==> config.mk <==
export PLATFORM = sky130hd
export DESIGN_NAME = ffms_supervisor
export DESIGN_NICKNAME = d
export VERILOG_FILES = /design/src/ffms_pkg.sv /design/src/ffms_run_filter.sv /design/src/ffms_osc.sv /design/src/ffms_supervisor.sv
export VERILOG_INCLUDE_DIRS = /design/src
export SDC_FILE = /design/constraint.sdc
export NUM_CORES = 2
export LEC_CHECK = 0
export BUFFER_PORTS_ARGS = -buffer_cell sky130_fd_sc_hd__buf_2
export CORE_MARGIN = 10
export CORE_UTILIZATION = 33
export DETAILED_ROUTE_END_ITERATION = 7
export PLACE_DENSITY = 0.46
export SLEW_MARGIN = 25
export SYNTH_ARGS = -nofsm -noshare
export SYNTH_HDL_FRONTEND = slang
export SYNTH_SLANG_ARGS = --single-unit
==> constraint.sdc <==
create_clock -name clk -period 108.8 [get_ports clk]
set_input_delay 16.32 -clock clk [delete_from_list [all_inputs] [get_ports clk]]
set_output_delay 16.32 -clock clk [all_outputs]
set_load 0.03 [all_outputs]
==> src/ffms_params.svh <==
/*
 * timing counts, thresholds and selector codes for the flyback supervisor.
 * assumes a 50 MHz clock; included by the run filter, oscillator and supervisor modules.
 */
`ifndef FFMS_PARAMS_SVH
`define FFMS_PARAMS_SVH

// =====================================================================
// clock and times
// =====================================================================
`define FFMS_CLK_HZ           50000000
`define FFMS_SOFT_MS          15
`define FFMS_RESTART_MS       150
`define FFMS_RESTART_FIRST_MS 1500
`define FFMS_SD_DELAY_MS      35
`define FFMS_BURST_FAST_US    500
`define FFMS_BURST_LOW_US     4000
`define FFMS_PROBE_US         1000
`define FFMS_MS_CYC(ms)       ((ms) * (`FFMS_CLK_HZ / 1000))
`define FFMS_US_CYC(us)       ((us) * (`FFMS_CLK_HZ / 1000000))

// =====================================================================
// frequencies in kHz
// =====================================================================
`define FFMS_F_MIN_KHZ        32
`define FFMS_F_MAX_KHZ        132
`define FFMS_JITTER_KHZ       5

// =====================================================================
// consecutive-cycle counts
// =====================================================================
`define FFMS_BROWN_IN_RUN     2
`define FFMS_BROWN_OUT_RUN    8
`define FFMS_LINE_OV_RUN      2
`define FFMS_OUT_OV_RUN       16
`define FFMS_FILT_RUN         4

// =====================================================================
// shutdown type codes (bypass capacitance class)
// =====================================================================
`define FFMS_BP_SMALL         2'h0
`define FFMS_BP_MID           2'h1
`define FFMS_BP_LARGE         2'h2

// =====================================================================
// current-limit and compensation fractions in eighths, burst entry level in error units
// =====================================================================
`define FFMS_PK_COMP_OFF      4'h4
`define FFMS_PK_COMP_ON       4'h5
`define FFMS_ILIM_FULL        4'h8
`define FFMS_ILIM_BURST       4'h2
`define FFMS_BURST_ENTRY      8'h50

`endif

==> src/ffms_pkg.sv <==
/*
 * types for the flyback supervisor.
 * assumes ffms_params.svh is present in the same folder.
 */
package ffms_pkg;
  typedef enum logic [2:0] {
    FFMS_PROBE,
    FFMS_SOFT,
    FFMS_RUN,
    FFMS_RESTART,
    FFMS_LATCHED
  } ffms_state_t;
endpackage : ffms_pkg

==> src/ffms_run_filter.sv <==
/*
 * consecutive-cycle run counter; fires when a condition has held for RUN
 * cycle strobes without interruption.
 * assumes cyc is a one-clock strobe per switching cycle.
 */
`timescale 1ns/1ns
`include "ffms_params.svh"
module ffms_run_filter
  import ffms_pkg::*;
#(
  parameter int RUN = 2
)
(
  // clock and reset
  input  wire logic clk,
  input  wire logic rst_n,
  // cycle strobe and condition
  input  wire logic cyc,
  input  wire logic cond,
  input  wire logic clr,
  // filtered result, level
  output logic      hit
);
  localparam int W = $clog2(RUN + 1);
  initial if (RUN < 1) $error("ffms_run_filter: RUN must be at least 1");

  logic [W-1:0] cnt_r;
  wire  [W-1:0] run_w = W'(RUN);
  wire          full_w = (cnt_r == run_w);

  // [RULE18] break clears count
  always_ff @(posedge clk or negedge rst_n)
    if (!rst_n)
      cnt_r <= '0;
    else if (clr)
      cnt_r <= '0;
    else if (cyc)
      cnt_r <= !cond ? '0 : (full_w ? cnt_r : cnt_r + W'(1));

  assign hit = full_w;
endmodule : ffms_run_filter

==> src/ffms_osc.sv <==
/*
 * variable-frequency switching oscillator with triangular jitter.
 * assumes err is the error level, 0 light load to 255 heavy load.
 */
`timescale 1ns/1ns
`include "ffms_params.svh"
module ffms_osc
  import ffms_pkg::*;
(
  // clock and reset
  input  wire logic       clk,
  input  wire logic       rst_n,
  // control
  input  wire logic       run,
  input  wire logic       burst,
  input  wire logic [7:0] err,
  // one-clock pulse at each cycle start
  output logic            tick
);
  localparam int FMIN = `FFMS_F_MIN_KHZ;
  localparam int FSPAN = `FFMS_F_MAX_KHZ - `FFMS_F_MIN_KHZ;
  localparam int JIT = `FFMS_JITTER_KHZ;

  logic [15:0] cnt_r;
  logic [3:0]  jit_r;
  logic        jdir_r;
  logic [7:0]  fkhz_w;
  logic [15:0] period_w;

  // [RULE8] frequency follows error
  // [RULE11] burst trends to minimum
  assign fkhz_w = burst ? 8'(FMIN)
                        : 8'(FMIN + ((FSPAN * int'(err)) / 255) + int'(jit_r) - JIT);
  // [RULE9] plus or minus jitter
  assign period_w = 16'((`FFMS_CLK_HZ / 1000) / int'(fkhz_w));

  always_ff @(posedge clk or negedge rst_n)
    if (!rst_n)
    begin
      cnt_r  <= 16'h0000;
      jit_r  <= 4'h5;
      jdir_r <= 1'b1;
    end
    else if (!run)
      cnt_r <= 16'h0000;
    else if (cnt_r + 16'h0001 >= period_w)
    begin
      cnt_r  <= 16'h0000;
      jdir_r <= (jit_r == 4'(2 * JIT - 1) && jdir_r) ? 1'b0 :
                (jit_r == 4'h1 && !jdir_r) ? 1'b1 : jdir_r;
      jit_r  <= jdir_r ? jit_r + 4'h1 : jit_r - 4'h1;
    end
    else
      cnt_r <= cnt_r + 16'h0001;

  assign tick = run && (cnt_r == 16'h0000);
endmodule : ffms_osc

==> src/ffms_supervisor.sv <==
/*
 * flyback fault and mode supervisor: brown-in probing, soft-start,
 * line and output fault filtering, restart, latch-off, burst and
 * current-limit line compensation.
 * assumes comparator inputs are synchronous and valid at each cycle end.
 */
// Contract
// [RULE1] start after two brown-in cycles, soft-start
// [RULE2] stop after eight brown-out cycles
// [RULE3] brown-out stop enters 150 ms restart
// [RULE4] stop after two line-overvoltage cycles
// [RULE5] compensation off below half, on five-eighths
// [RULE6] reference ramps zero to full over 15 ms
// [RULE7] all fault inputs pass a digital filter
// [RULE8] frequency 32 to 132 kHz by error
// [RULE9] plus or minus 5 kHz jitter
// [RULE10] current limit ends the on-cycle
// [RULE11] burst entry: quarter limit, low frequency
// [RULE12] burst off-time bounded 0.5 or 4 ms
// [RULE13] low-rate probe pulses, clamp sense pin
// [RULE14] output overvoltage after sixteen cycles
// [RULE15] output low beyond shutdown delay faults
// [RULE16] shutdown type latched at power-up
// [RULE17] first restart off 1500 ms, then soft-start
// [RULE18] fault counters clear on broken runs
// [RULE19] latch needs reset, others self-clear
`timescale 1ns/1ns
`include "ffms_params.svh"
module ffms_supervisor
  import ffms_pkg::*;
#(
  parameter int SOFT_CYC    = `FFMS_MS_CYC(`FFMS_SOFT_MS),
  parameter int RESTART_CYC = `FFMS_MS_CYC(`FFMS_RESTART_MS),
  parameter int FIRST_CYC   = `FFMS_MS_CYC(`FFMS_RESTART_FIRST_MS),
  parameter int SD_CYC      = `FFMS_MS_CYC(`FFMS_SD_DELAY_MS),
  parameter int BFAST_CYC   = `FFMS_US_CYC(`FFMS_BURST_FAST_US),
  parameter int BLOW_CYC    = `FFMS_US_CYC(`FFMS_BURST_LOW_US),
  parameter int PROBE_CYC   = `FFMS_US_CYC(`FFMS_PROBE_US),
  parameter int REF_W       = 10
)
(
  // clock and reset
  input  wire logic             clk,
  input  wire logic             rst_n,
  // strap and variant
  input  wire logic [1:0]       bp_class,
  input  wire logic             fast_variant,
  input  wire logic             latch_reset,
  // line sense comparators, valid at cycle end
  input  wire logic             brown_in_current,
  input  wire logic             brown_out_current,
  input  wire logic             line_over_current_level,
  // output sense comparators
  input  wire logic             out_ov_cmp,
  input  wire logic             out_low_cmp,
  input  wire logic             sd_delay_ext,
  input  wire logic             thermal_hot,
  input  wire logic             pin_fault,
  // current and compensation
  input  wire logic             ilim_cmp,
  input  wire logic [3:0]       peak_eighths,
  input  wire logic [7:0]       err_level,
  // drive and status
  output logic                  switch_on,
  output logic                  sense_clamp,
  output logic                  line_comp_en,
  output logic                  burst_mode,
  output logic [3:0]            ilim_eighths,
  output logic [REF_W-1:0]      reg_ref,
  output logic                  line_low_fault,
  output logic                  line_high_fault,
  output logic                  output_over_voltage_fault,
  output logic                  output_over_load_fault,
  output logic                  latched_off
);
  initial if (REF_W < 4 || SOFT_CYC < 1 || SD_CYC < 1)
    $error("ffms_supervisor: parameter values out of range");

  // =====================================================================
  // state and counters
  // =====================================================================
  ffms_state_t state_r, state_nxt;
  logic [31:0] tmr_r;
  logic [31:0] low_r;
  logic [31:0] boff_r;
  logic        first_r;
  logic        strap_done_r;
  logic [1:0]  sd_type_r;
  logic        therm_r;
  logic        sw_r;
  logic        clamp_r;
  logic        comp_r;
  logic        burst_r;
  logic [REF_W-1:0] ref_r;
  logic        llf_r, lhf_r, ovf_r, olf_r;

  // =====================================================================
  // oscillator and cycle strobe
  // =====================================================================
  wire running_w = (state_r == FFMS_SOFT) || (state_r == FFMS_RUN);
  wire burst_gap_w;
  wire osc_tick;

  ffms_osc u_osc (
    .clk   (clk),
    .rst_n (rst_n),
    .run   (running_w && !burst_gap_w),
    .burst (burst_r),
    .err   (err_level),
    .tick  (osc_tick)
  );

  wire probe_tick_w = (state_r == FFMS_PROBE) && (tmr_r == 32'(PROBE_CYC - 1));
  wire cyc_w        = osc_tick || probe_tick_w;

  // =====================================================================
  // fault filters
  // =====================================================================
  wire bin_hit, bout_hit, lov_hit, oov_hit, therm_hit, pin_hit;

  // [RULE1] brown-in run of two
  ffms_run_filter #(.RUN(`FFMS_BROWN_IN_RUN)) u_bin (
    .clk(clk), .rst_n(rst_n), .cyc(probe_tick_w), .cond(brown_in_current),
    .clr(state_r != FFMS_PROBE), .hit(bin_hit));
  // [RULE2] brown-out run of eight
  ffms_run_filter #(.RUN(`FFMS_BROWN_OUT_RUN)) u_bout (
    .clk(clk), .rst_n(rst_n), .cyc(osc_tick), .cond(brown_out_current),
    .clr(!running_w), .hit(bout_hit));
  // [RULE4] line overvoltage run of two
  ffms_run_filter #(.RUN(`FFMS_LINE_OV_RUN)) u_lov (
    .clk(clk), .rst_n(rst_n), .cyc(osc_tick), .cond(line_over_current_level),
    .clr(!running_w), .hit(lov_hit));
  // [RULE14] output overvoltage run of sixteen
  ffms_run_filter #(.RUN(`FFMS_OUT_OV_RUN)) u_oov (
    .clk(clk), .rst_n(rst_n), .cyc(osc_tick), .cond(out_ov_cmp),
    .clr(!running_w), .hit(oov_hit));
  // [RULE7] thermal and pin filters
  ffms_run_filter #(.RUN(`FFMS_FILT_RUN)) u_thm (
    .clk(clk), .rst_n(rst_n), .cyc(cyc_w), .cond(thermal_hot),
    .clr(1'b0), .hit(therm_hit));
  ffms_run_filter #(.RUN(`FFMS_FILT_RUN)) u_pin (
    .clk(clk), .rst_n(rst_n), .cyc(cyc_w), .cond(pin_fault),
    .clr(1'b0), .hit(pin_hit));

  // [RULE15] output low beyond delay
  wire low_trip_w = (low_r >= 32'(SD_CYC)) && !sd_delay_ext;

  // [RULE16] shutdown type decode
  wire ov_latch_w  = (sd_type_r == `FFMS_BP_SMALL) || (sd_type_r == `FFMS_BP_LARGE);
  wire ol_latch_w  = (sd_type_r == `FFMS_BP_LARGE);
  wire th_latch_w  = ov_latch_w;
  wire latch_evt_w = (oov_hit && ov_latch_w) || (low_trip_w && ol_latch_w)
                   || (therm_hit && th_latch_w) || pin_hit;
  wire restart_evt_w = bout_hit || lov_hit || oov_hit || low_trip_w;

  // [RULE12] burst off-interval bound
  wire [31:0] boff_max_w = fast_variant ? 32'(BFAST_CYC) : 32'(BLOW_CYC);
  assign burst_gap_w = burst_r && (err_level < `FFMS_BURST_ENTRY - 8'h10)
                       && (boff_r < boff_max_w);

  // =====================================================================
  // state machine
  // =====================================================================
  always_comb
  begin
    state_nxt = state_r;
    case (state_r)
      FFMS_PROBE:
        if (strap_done_r && bin_hit && !therm_r)
          state_nxt = FFMS_SOFT;
      FFMS_SOFT, FFMS_RUN:
        // [RULE19] latch or restart
        if (latch_evt_w)
          state_nxt = FFMS_LATCHED;
        // [RULE3] restart after stop
        else if (restart_evt_w || therm_hit)
          state_nxt = FFMS_RESTART;
        else if (state_r == FFMS_SOFT && tmr_r >= 32'(SOFT_CYC - 1))
          state_nxt = FFMS_RUN;
      FFMS_RESTART:
        // [RULE17] first off-period longer
        if (tmr_r >= (first_r ? 32'(FIRST_CYC - 1) : 32'(RESTART_CYC - 1))
            && !therm_hit)
          state_nxt = FFMS_SOFT;
      FFMS_LATCHED:
        // [RULE19] external latch reset
        if (latch_reset)
          state_nxt = FFMS_PROBE;
      default:
        state_nxt = FFMS_PROBE;
    endcase
  end

  always_ff @(posedge clk or negedge rst_n)
    if (!rst_n)
      state_r <= FFMS_PROBE;
    else
      state_r <= state_nxt;

  wire enter_w = (state_nxt != state_r);

  always_ff @(posedge clk or negedge rst_n)
    if (!rst_n)
      tmr_r <= 32'h0000_0000;
    else if (enter_w || probe_tick_w)
      tmr_r <= 32'h0000_0000;
    else
      tmr_r <= tmr_r + 32'h0000_0001;

  // [RULE16] strap caught after release
  always_ff @(posedge clk or negedge rst_n)
    if (!rst_n)
    begin
      strap_done_r <= 1'b0;
      sd_type_r    <= `FFMS_BP_MID;
    end
    else if (!strap_done_r)
    begin
      strap_done_r <= 1'b1;
      sd_type_r    <= bp_class;
    end

  always_ff @(posedge clk or negedge rst_n)
    if (!rst_n)
      first_r <= 1'b1;
    else if (state_r == FFMS_RESTART && enter_w)
      first_r <= 1'b0;

  always_ff @(posedge clk or negedge rst_n)
    if (!rst_n)
      therm_r <= 1'b0;
    else
      therm_r <= therm_hit;

  // [RULE15] shutdown delay count
  always_ff @(posedge clk or negedge rst_n)
    if (!rst_n)
      low_r <= 32'h0000_0000;
    else if (state_r != FFMS_RUN || !out_low_cmp)
      low_r <= 32'h0000_0000;
    else if (!low_trip_w)
      low_r <= low_r + 32'h0000_0001;

  always_ff @(posedge clk or negedge rst_n)
    if (!rst_n)
      boff_r <= 32'h0000_0000;
    else if (osc_tick || !burst_r)
      boff_r <= 32'h0000_0000;
    else
      boff_r <= boff_r + 32'h0000_0001;

  // =====================================================================
  // switch drive, clamp, reference and modes
  // =====================================================================
  // [RULE10] current limit ends on-time
  // [RULE13] probe pulse with clamp
  wire go_w      = (state_nxt == FFMS_SOFT) || (state_nxt == FFMS_RUN);
  wire sw_nxt    = ((running_w && go_w && osc_tick) || probe_tick_w) ? 1'b1
                 : (ilim_cmp || !go_w && !clamp_r) ? 1'b0 : sw_r;
  wire clamp_nxt = probe_tick_w ? 1'b1 : (ilim_cmp ? 1'b0 : clamp_r);
  // [RULE5] compensation hysteresis
  wire comp_nxt  = (peak_eighths < `FFMS_PK_COMP_OFF) ? 1'b0
                 : (peak_eighths >= `FFMS_PK_COMP_ON) ? 1'b1 : comp_r;
  // [RULE11] burst entry level
  wire burst_nxt = running_w && (err_level <= `FFMS_BURST_ENTRY);
  // [RULE6] soft-start reference ramp
  wire [REF_W-1:0] ref_nxt =
      (state_r == FFMS_RUN) ? {REF_W{1'b1}}
    : (state_r == FFMS_SOFT) ? REF_W'((64'(tmr_r) * ((64'd1 << REF_W) - 1)) / 64'(SOFT_CYC))
    : '0;

  always_ff @(posedge clk or negedge rst_n)
    if (!rst_n)
    begin
      sw_r    <= 1'b0;
      clamp_r <= 1'b0;
      comp_r  <= 1'b1;
      burst_r <= 1'b0;
      ref_r   <= '0;
    end
    else
    begin
      sw_r    <= sw_nxt;
      clamp_r <= clamp_nxt;
      comp_r  <= comp_nxt;
      burst_r <= burst_nxt;
      ref_r   <= ref_nxt;
    end

  // sticky fault flags, cleared once the state machine is back in probe
  always_ff @(posedge clk or negedge rst_n)
    if (!rst_n)
    begin
      llf_r <= 1'b0;
      lhf_r <= 1'b0;
      ovf_r <= 1'b0;
      olf_r <= 1'b0;
    end
    else
    begin
      llf_r <= bout_hit || (llf_r && state_r != FFMS_PROBE);
      lhf_r <= lov_hit || (lhf_r && state_r != FFMS_PROBE);
      ovf_r <= oov_hit || (ovf_r && state_r != FFMS_PROBE);
      olf_r <= low_trip_w || (olf_r && state_r != FFMS_PROBE);
    end

  // =====================================================================
  // outputs
  // =====================================================================
  logic [3:0] ilim_r;
  logic       latched_r;
  always_ff @(posedge clk or negedge rst_n)
    if (!rst_n)
    begin
      ilim_r    <= `FFMS_ILIM_FULL;
      latched_r <= 1'b0;
    end
    else
    begin
      ilim_r    <= burst_nxt ? `FFMS_ILIM_BURST : `FFMS_ILIM_FULL;
      latched_r <= (state_nxt == FFMS_LATCHED);
    end

  assign switch_on                 = sw_r;
  assign sense_clamp               = clamp_r;
  assign line_comp_en              = comp_r;
  assign burst_mode                = burst_r;
  assign ilim_eighths              = ilim_r;
  assign reg_ref                   = ref_r;
  assign line_low_fault            = llf_r;
  assign line_high_fault           = lhf_r;
  assign output_over_voltage_fault = ovf_r;
  assign output_over_load_fault    = olf_r;
  assign latched_off               = latched_r;
endmodule : ffms_supervisor

# Word-level counts from Yosys, hierarchy flattened
# Index checks and enable logic that the tools add are counted.
# classes
addsub	15
multipliers	2
div	3
n_lt_le_gt_ge	9
eq_ne	27
shift	0
n_mux	48
bitwise	0
n_reduce_logical	71
# op_table
cell	count
$mux 32	4
$add 32x1->32 const B	3
$div 42x20->64 const B	1
$mul 32x10->42 const B	1
$div 17x9->32 const A	1
$div 32x9->32 const B	1
$eq 32x16->1 const B	1
$ge 32x20->1 const B	1
$ge 32x21->1 const B	1
$ge 32x27->1	1
$lt 32x18->1	1
$mux 16	2
$mux 3	10
$mux 27	1
$logic_and 1x1->1	24
$mux 4	6
$logic_or 1x1->1	20
$mux 10	2
$mux 5	4
$mux 18	1
$add 16x1->16 const B	1
$ge 16x16->1	1
$logic_not 16->1	1
$mux 2	8
36 further kinds	78
# word_totals
ff_bits	167
latchBits	0
ramBits	0
rom_bits	0
inputBits	27
out_inout_bits	23
word_cells	203
n_memories	0

# Longest topological paths before layout
# depth
ltp_word	15
ltp_mapped	530
depth_no_buf	496

# By module
# Synthesis repeated with hierarchy kept, for this count alone.
# unflattened
cells_unflattened	8033
area_unflattened_um2	58632.5
# by_module_without_submodules
module	n_inst	cells_each	area_each_um2	seq_area_each_um2
ffms_supervisor	1	4077	30830.8	3108.0
ffms_osc	1	3828	26571.7	529.3
ffms_run_filter at u_pin ...	2	20	183.9	75.1
ffms_run_filter at u_oov	1	35	345.3	125.1
ffms_run_filter at u_bin ...	2	12	133.9	50.0
ffms_run_filter at u_bout	1	29	249.0	100.1

# Worst setup path after synthesis
# Ideal clock, no wire load.
# synth_path
path_type	in2reg
from	input err_level[2]
to	register u_osc.jit_r[3]
setup_ps	123
t_arrival_ps	103524
required_ps	108677
slack_ps	5153
stages	514
path_buffers	37
path_cell_list	inv_1 ha_1 ha_1 fa_1 ha_1 a21o_1 a21oi_2 o21bai_1 a21oi_2 and2_1 a31oi_1 o22ai_2 nand2_1 nor2_1 ha_1 o41ai_2 o21ai_1 a31oi_1 [... 478 more ...] o21ai_0 nand2b_1 a21oi_1 nor2b_1 o21ai_0 nand2b_1 a21oi_1 nor2b_1 o21ai_0 nand2b_1 a21oi_1 nor2b_1 o21ai_0 nand2b_1 a21oi_1 nand2b_1 a21oi_1 xnor2_1
# synth_via
elab_chain_len	9
elab_cells_between_ends	14
cone_classes	add/sub (3); mul (1); div (2); order compare (2); mux (1); reduce/logical (5)
# synth_rtl
item	line_no	text
start, declared	ffms_supervisor.sv:62	input wire logic [7:0] err_level,
$mul 5x8->13	ffms_osc.sv:33	: 8'(FMIN + ((FSPAN * int'(err)) / 255) + int'(jit_r) - JIT);
$div 32x9->32	ffms_osc.sv:33	
$add 7x8->8	ffms_osc.sv:33	
$add 8x5->8	ffms_osc.sv:33	
$sub 8x4->8	ffms_osc.sv:33	
$mux 8	ffms_osc.sv:32	assign fkhz_w = burst ? 8'(FMIN)
$div 17x9->32	ffms_osc.sv:35	assign period_w = 16'((`FFMS_CLK_HZ / 1000) / int'(fkhz_w));
$ge 16x16->1	ffms_osc.sv:46	else if (cnt_r + 16'h0001 >= period_w)
$reduce_and 2->1 (no line) (*)	--	
end signal, assigned	ffms_osc.sv:51	jit_r <= jdir_r ? jit_r + 4'h1 : jit_r - 4'h1;
end, declared	ffms_osc.sv:25	logic [3:0] jit_r;
# Every way passes the cells marked *; elsewhere a longest branch is shown, timed or not.
# A chain may end at the register's enable or synchronous reset.

# Worst setup path after layout
# layout_path
from	input err_level[2]
to	register u_osc.jdir_r
# layout_via
elab_chain_len	9
elab_cells_between_ends	14
cone_classes	add/sub (3); mul (1); div (2); order compare (2); mux (1); reduce/logical (5)
# layout_rtl
item	line_no	text
$mul 5x8->13	ffms_osc.sv:33	
$div 32x9->32	ffms_osc.sv:33	
$add 7x8->8	ffms_osc.sv:33	
$add 8x5->8	ffms_osc.sv:33	
$sub 8x4->8	ffms_osc.sv:33	
$mux 8	ffms_osc.sv:32	
$div 17x9->32	ffms_osc.sv:35	
$ge 16x16->1	ffms_osc.sv:46	
$reduce_and 3->1 (no line) (*)	--	
end signal, assigned	ffms_osc.sv:49	jdir_r <= (jit_r == 4'(2 * JIT - 1) && jdir_r) ? 1'b0 :
end, declared	ffms_osc.sv:26	logic jdir_r;
# Marks and branches as above.

==> results.yml <==
yosys:
  ys_types: 159
  avgSynthCellArea_um2: 7.342
  yosys.area.top_type: "ha_1"
  ys_warn_count: 0
  synth_area_um2: 54180
  synth_async_sr_flop_share_pct: 100.0
  synth_ff_type: "dfrtp_1"
  synth_top_area_share_pct: 9.768
  yosysSeqAreaShare_pct: 7.591
  ys_ff_latch: 164
  yosys-top-cells-area: "ha_1, xnor2_1, dfrtp_1, fa_1, nor2_1"
  syn_inst: 7380
  synth_edf_count: 0
grt:
  met3_usage_pct: 1.518
  overflow: 0
  grt_max_degree: 63
  track_usage_pct: 18.30
  grt_util_met1_pct: 24.10
  antenna_found_initial: 6
  grt_pass1_vias: 52320
  grt_pass1_wl_um: 279900
  busiest_layer: "met2"
  met2_usage_pct: 32.17
cts:
  clock_sinks: 164
  clock_path_buffers: 2
  cts_root_buf: "clkbuf_16"
  cts_inserted_buffers: 17
  clock_latency_ns: 0.52
  clk_pin_slew_ns: 0.07
  cts_hold_buffers: 0
  h-tree-depth: 4
  cts_tree: "done"
sta:
  worst_slack_ns: 7.863
  setup-violations-final: 0
  finalCriticalPeriod_ns: 100.94
  final-max-slew-violation-count: 0
  hold_viol_final: 0
  fmax_ghz: 0.009907
  fin_crit_sh_pct: 92.77
  tightest_slew_ns: 1.062
  fin_skew_ns: 0.01865
  slew_headroom_pct: 28.95
worst_setup_path:
  critPathMaxFanout: 20
  slowest_stage: "or4_1"
  cp.required_ns: 109.23
  cp_common_cell: "nand2b_1"
  crit_path_start_kind: "input port"
  slowest_delay_ns: 0.56
  arrival_ns: 101.37
  critPathCaptureType: "register"
  crit_type: "in2reg"
placed_design:
  place_congestion: 0.8671
  dp_hpwl_um: 140200
  io_buffer_count: 47
  dpl_worst_slack_ns: 0.8104
run:
  drv_cap: 0
die:
  coreArea_um2: 163000
  initial_core_util_pct: 33.25
  ios: 50
  die_x_um: 425.2
  rows: 148
  fp.dieArea_um2: 180800
  die_h_um: 425.2
layout:
  final_cell_mix: "nor2_1, nand2_1, a21oi_1"
  syn2layout_area_growth_pct: 7.605
  drive_gt1_share_pct: 8.802
  fill_cells: 17440
  layout_commonest_cell: "nor2_1"
  nNetsFinal: 7981
route:
  drtIter0Drc: 3583
  avgViaCountPerCell: 5.744
  ant_nets: 0
  drc: 0
  routed_wirelength_um: 175100
  firstDrtPassIters: 5
  avgRoutedWirePerCell_um: 18.36
  via_count: 54790
run_status:
  status: "finished clean"
worst_hold_path:
  hp-class: "reg2reg"
[logic make-up (layout without fill, tap and decap cells)]
logic type               count (synthesis)  in the layout  synth area share, %
AND/OR/NAND/NOR                       2836           2840                26.50
AO/OA/AOI/OAI                         2304           2304                29.69
XOR/XNOR                               695            695                11.34
adder cells (fa/ha/maj)                618            618                16.73
buffers and inverters                  565            541                4.189
multiplexers                           196            196                3.940
flip-flops                             164            164                7.591
other                                    2              5              0.01386
[layer usage]
| metal | wire length [µm] | vias to the layer above | share of wire [%] |
|---|---|---|---|
| li1 | - | 27260 | - |
| met4 | 3343 | 2 | 1.9 |
| met5 | 13 | - | 0.0074 |
| met3 | 5021 | 203 | 2.9 |
| met1 | 81870 | 26310 | 47 |
| met2 | 84820 | 1009 | 48 |
[synth_stat cells, drive strengths merged (70+ instances only)]
cell,n
nand4,112
o21a,102
mux2i,107
fa,182
dfrtp,157
buf,88
clkbuf,151
inv,322
or3,97
a21oi,528
nand3,224
o31ai,85
nand2,619
xor2,224
xnor2,470
nor3,203
a31oi,110
nor2,786
and3,102
o21ai,439
and2,111
ha,423
o211ai,93
mux2,87
nor2b,101
nand2b,156
nor4,70
a21o,225
a211oi,98
[sequential cells by signal, summed over array words and instances (netlist names), 2 cells and up]
register and flops:
u_osc.cnt_r 16, sd_type_r 2, u_pin.cnt_r 3, state_r 3, u_bin.cnt_r 2, u_lov.cnt_r 2, u_osc.jit_r 4, u_bout.cnt_r 4
u_oov.cnt_r 5, tmr_r 32, ilim_eighths 2, low_r 32, reg_ref 10, boff_r 32, u_thm.cnt_r 3
[worst max-delay path, delay by kind of cell]
family | cells | cell delay [ns]
fa+ha+maj | 40 | 12.04
simple gates | 204 | 29.52
buf+inv | 29 | 4.36
compound gates | 205 | 35.73
mux | 9 | 2.40
xor+xnor | 5 | 0.82
[stage by stage]
| step | TNS [ns] | hold WS [ns] | area [µm²] | instances | utilization [%] |
|---|---|---|---|---|---|
| floorplan | 0 | 0.3828 | 54190 | 7382 | - |
| global placement | 0 | 0.4300 | 56810 | 9452 | 34.86 |
| detailed placement | 0 | 0.4064 | 56820 | 9452 | 34.87 |
| CTS | 0 | 0.4403 | 57450 | 9484 | 35.26 |
| global route | -1.291 | 0.4806 | 58300 | 9537 | 35.78 |
| finish | 0 | 0.4374 | 58300 | 9538 | 35.78 |
[cell type report]
type | count | area [µm²] | area share (%)
multi-input combinational | 6657 | 48310 | 82.86
antenna | 1 | 2.502 | 0.004292
inverter | 326 | 1241 | 2.129
sequential | 164 | 4113 | 7.054
clock inverter | 15 | 209.0 | 0.3584
clock buffer | 17 | 425.4 | 0.7297
timing repair buffer | 183 | 1282 | 2.200
tap | 2175 | 2721 | 4.668
[final timing paths]
kind	startpoint	end	slack, ns	depth (start not counted)
hold / removal	u_osc.jit_r[3]$_DFFE_PN0P_	u_osc.jdir_r$_DFFE_PN1P_	0.44	1
hold reg to reg	u_osc.jit_r[3]$_DFFE_PN0P_	u_osc.jdir_r$_DFFE_PN1P_	0.44	1
max in group asynchronous	rst_n	boff_r[30]$_DFF_PN0_	90.97	3
setup / recovery	err_level[2]	u_osc.jdir_r$_DFFE_PN1P_	7.86	492
setup reg to reg	u_osc.jit_r[1]$_DFFE_PN0P_	u_osc.jdir_r$_DFFE_PN1P_	34.32	432
min in group asynchronous	rst_n	u_oov.cnt_r[1]$_DFFE_PN0P_	15.75	1
[timing repair]
| action | 4_1_cts | 5_1_grt |
|---|---|---|
| setup buffers | 0 | 48 |
| gates resized for setup | 0 | 100 |
| endpoints found under the setup margin | 0 | 21 |
Power is not shown: default switching activity piles up to over one toggle a cycle in this logic, so the estimate is an artifact.
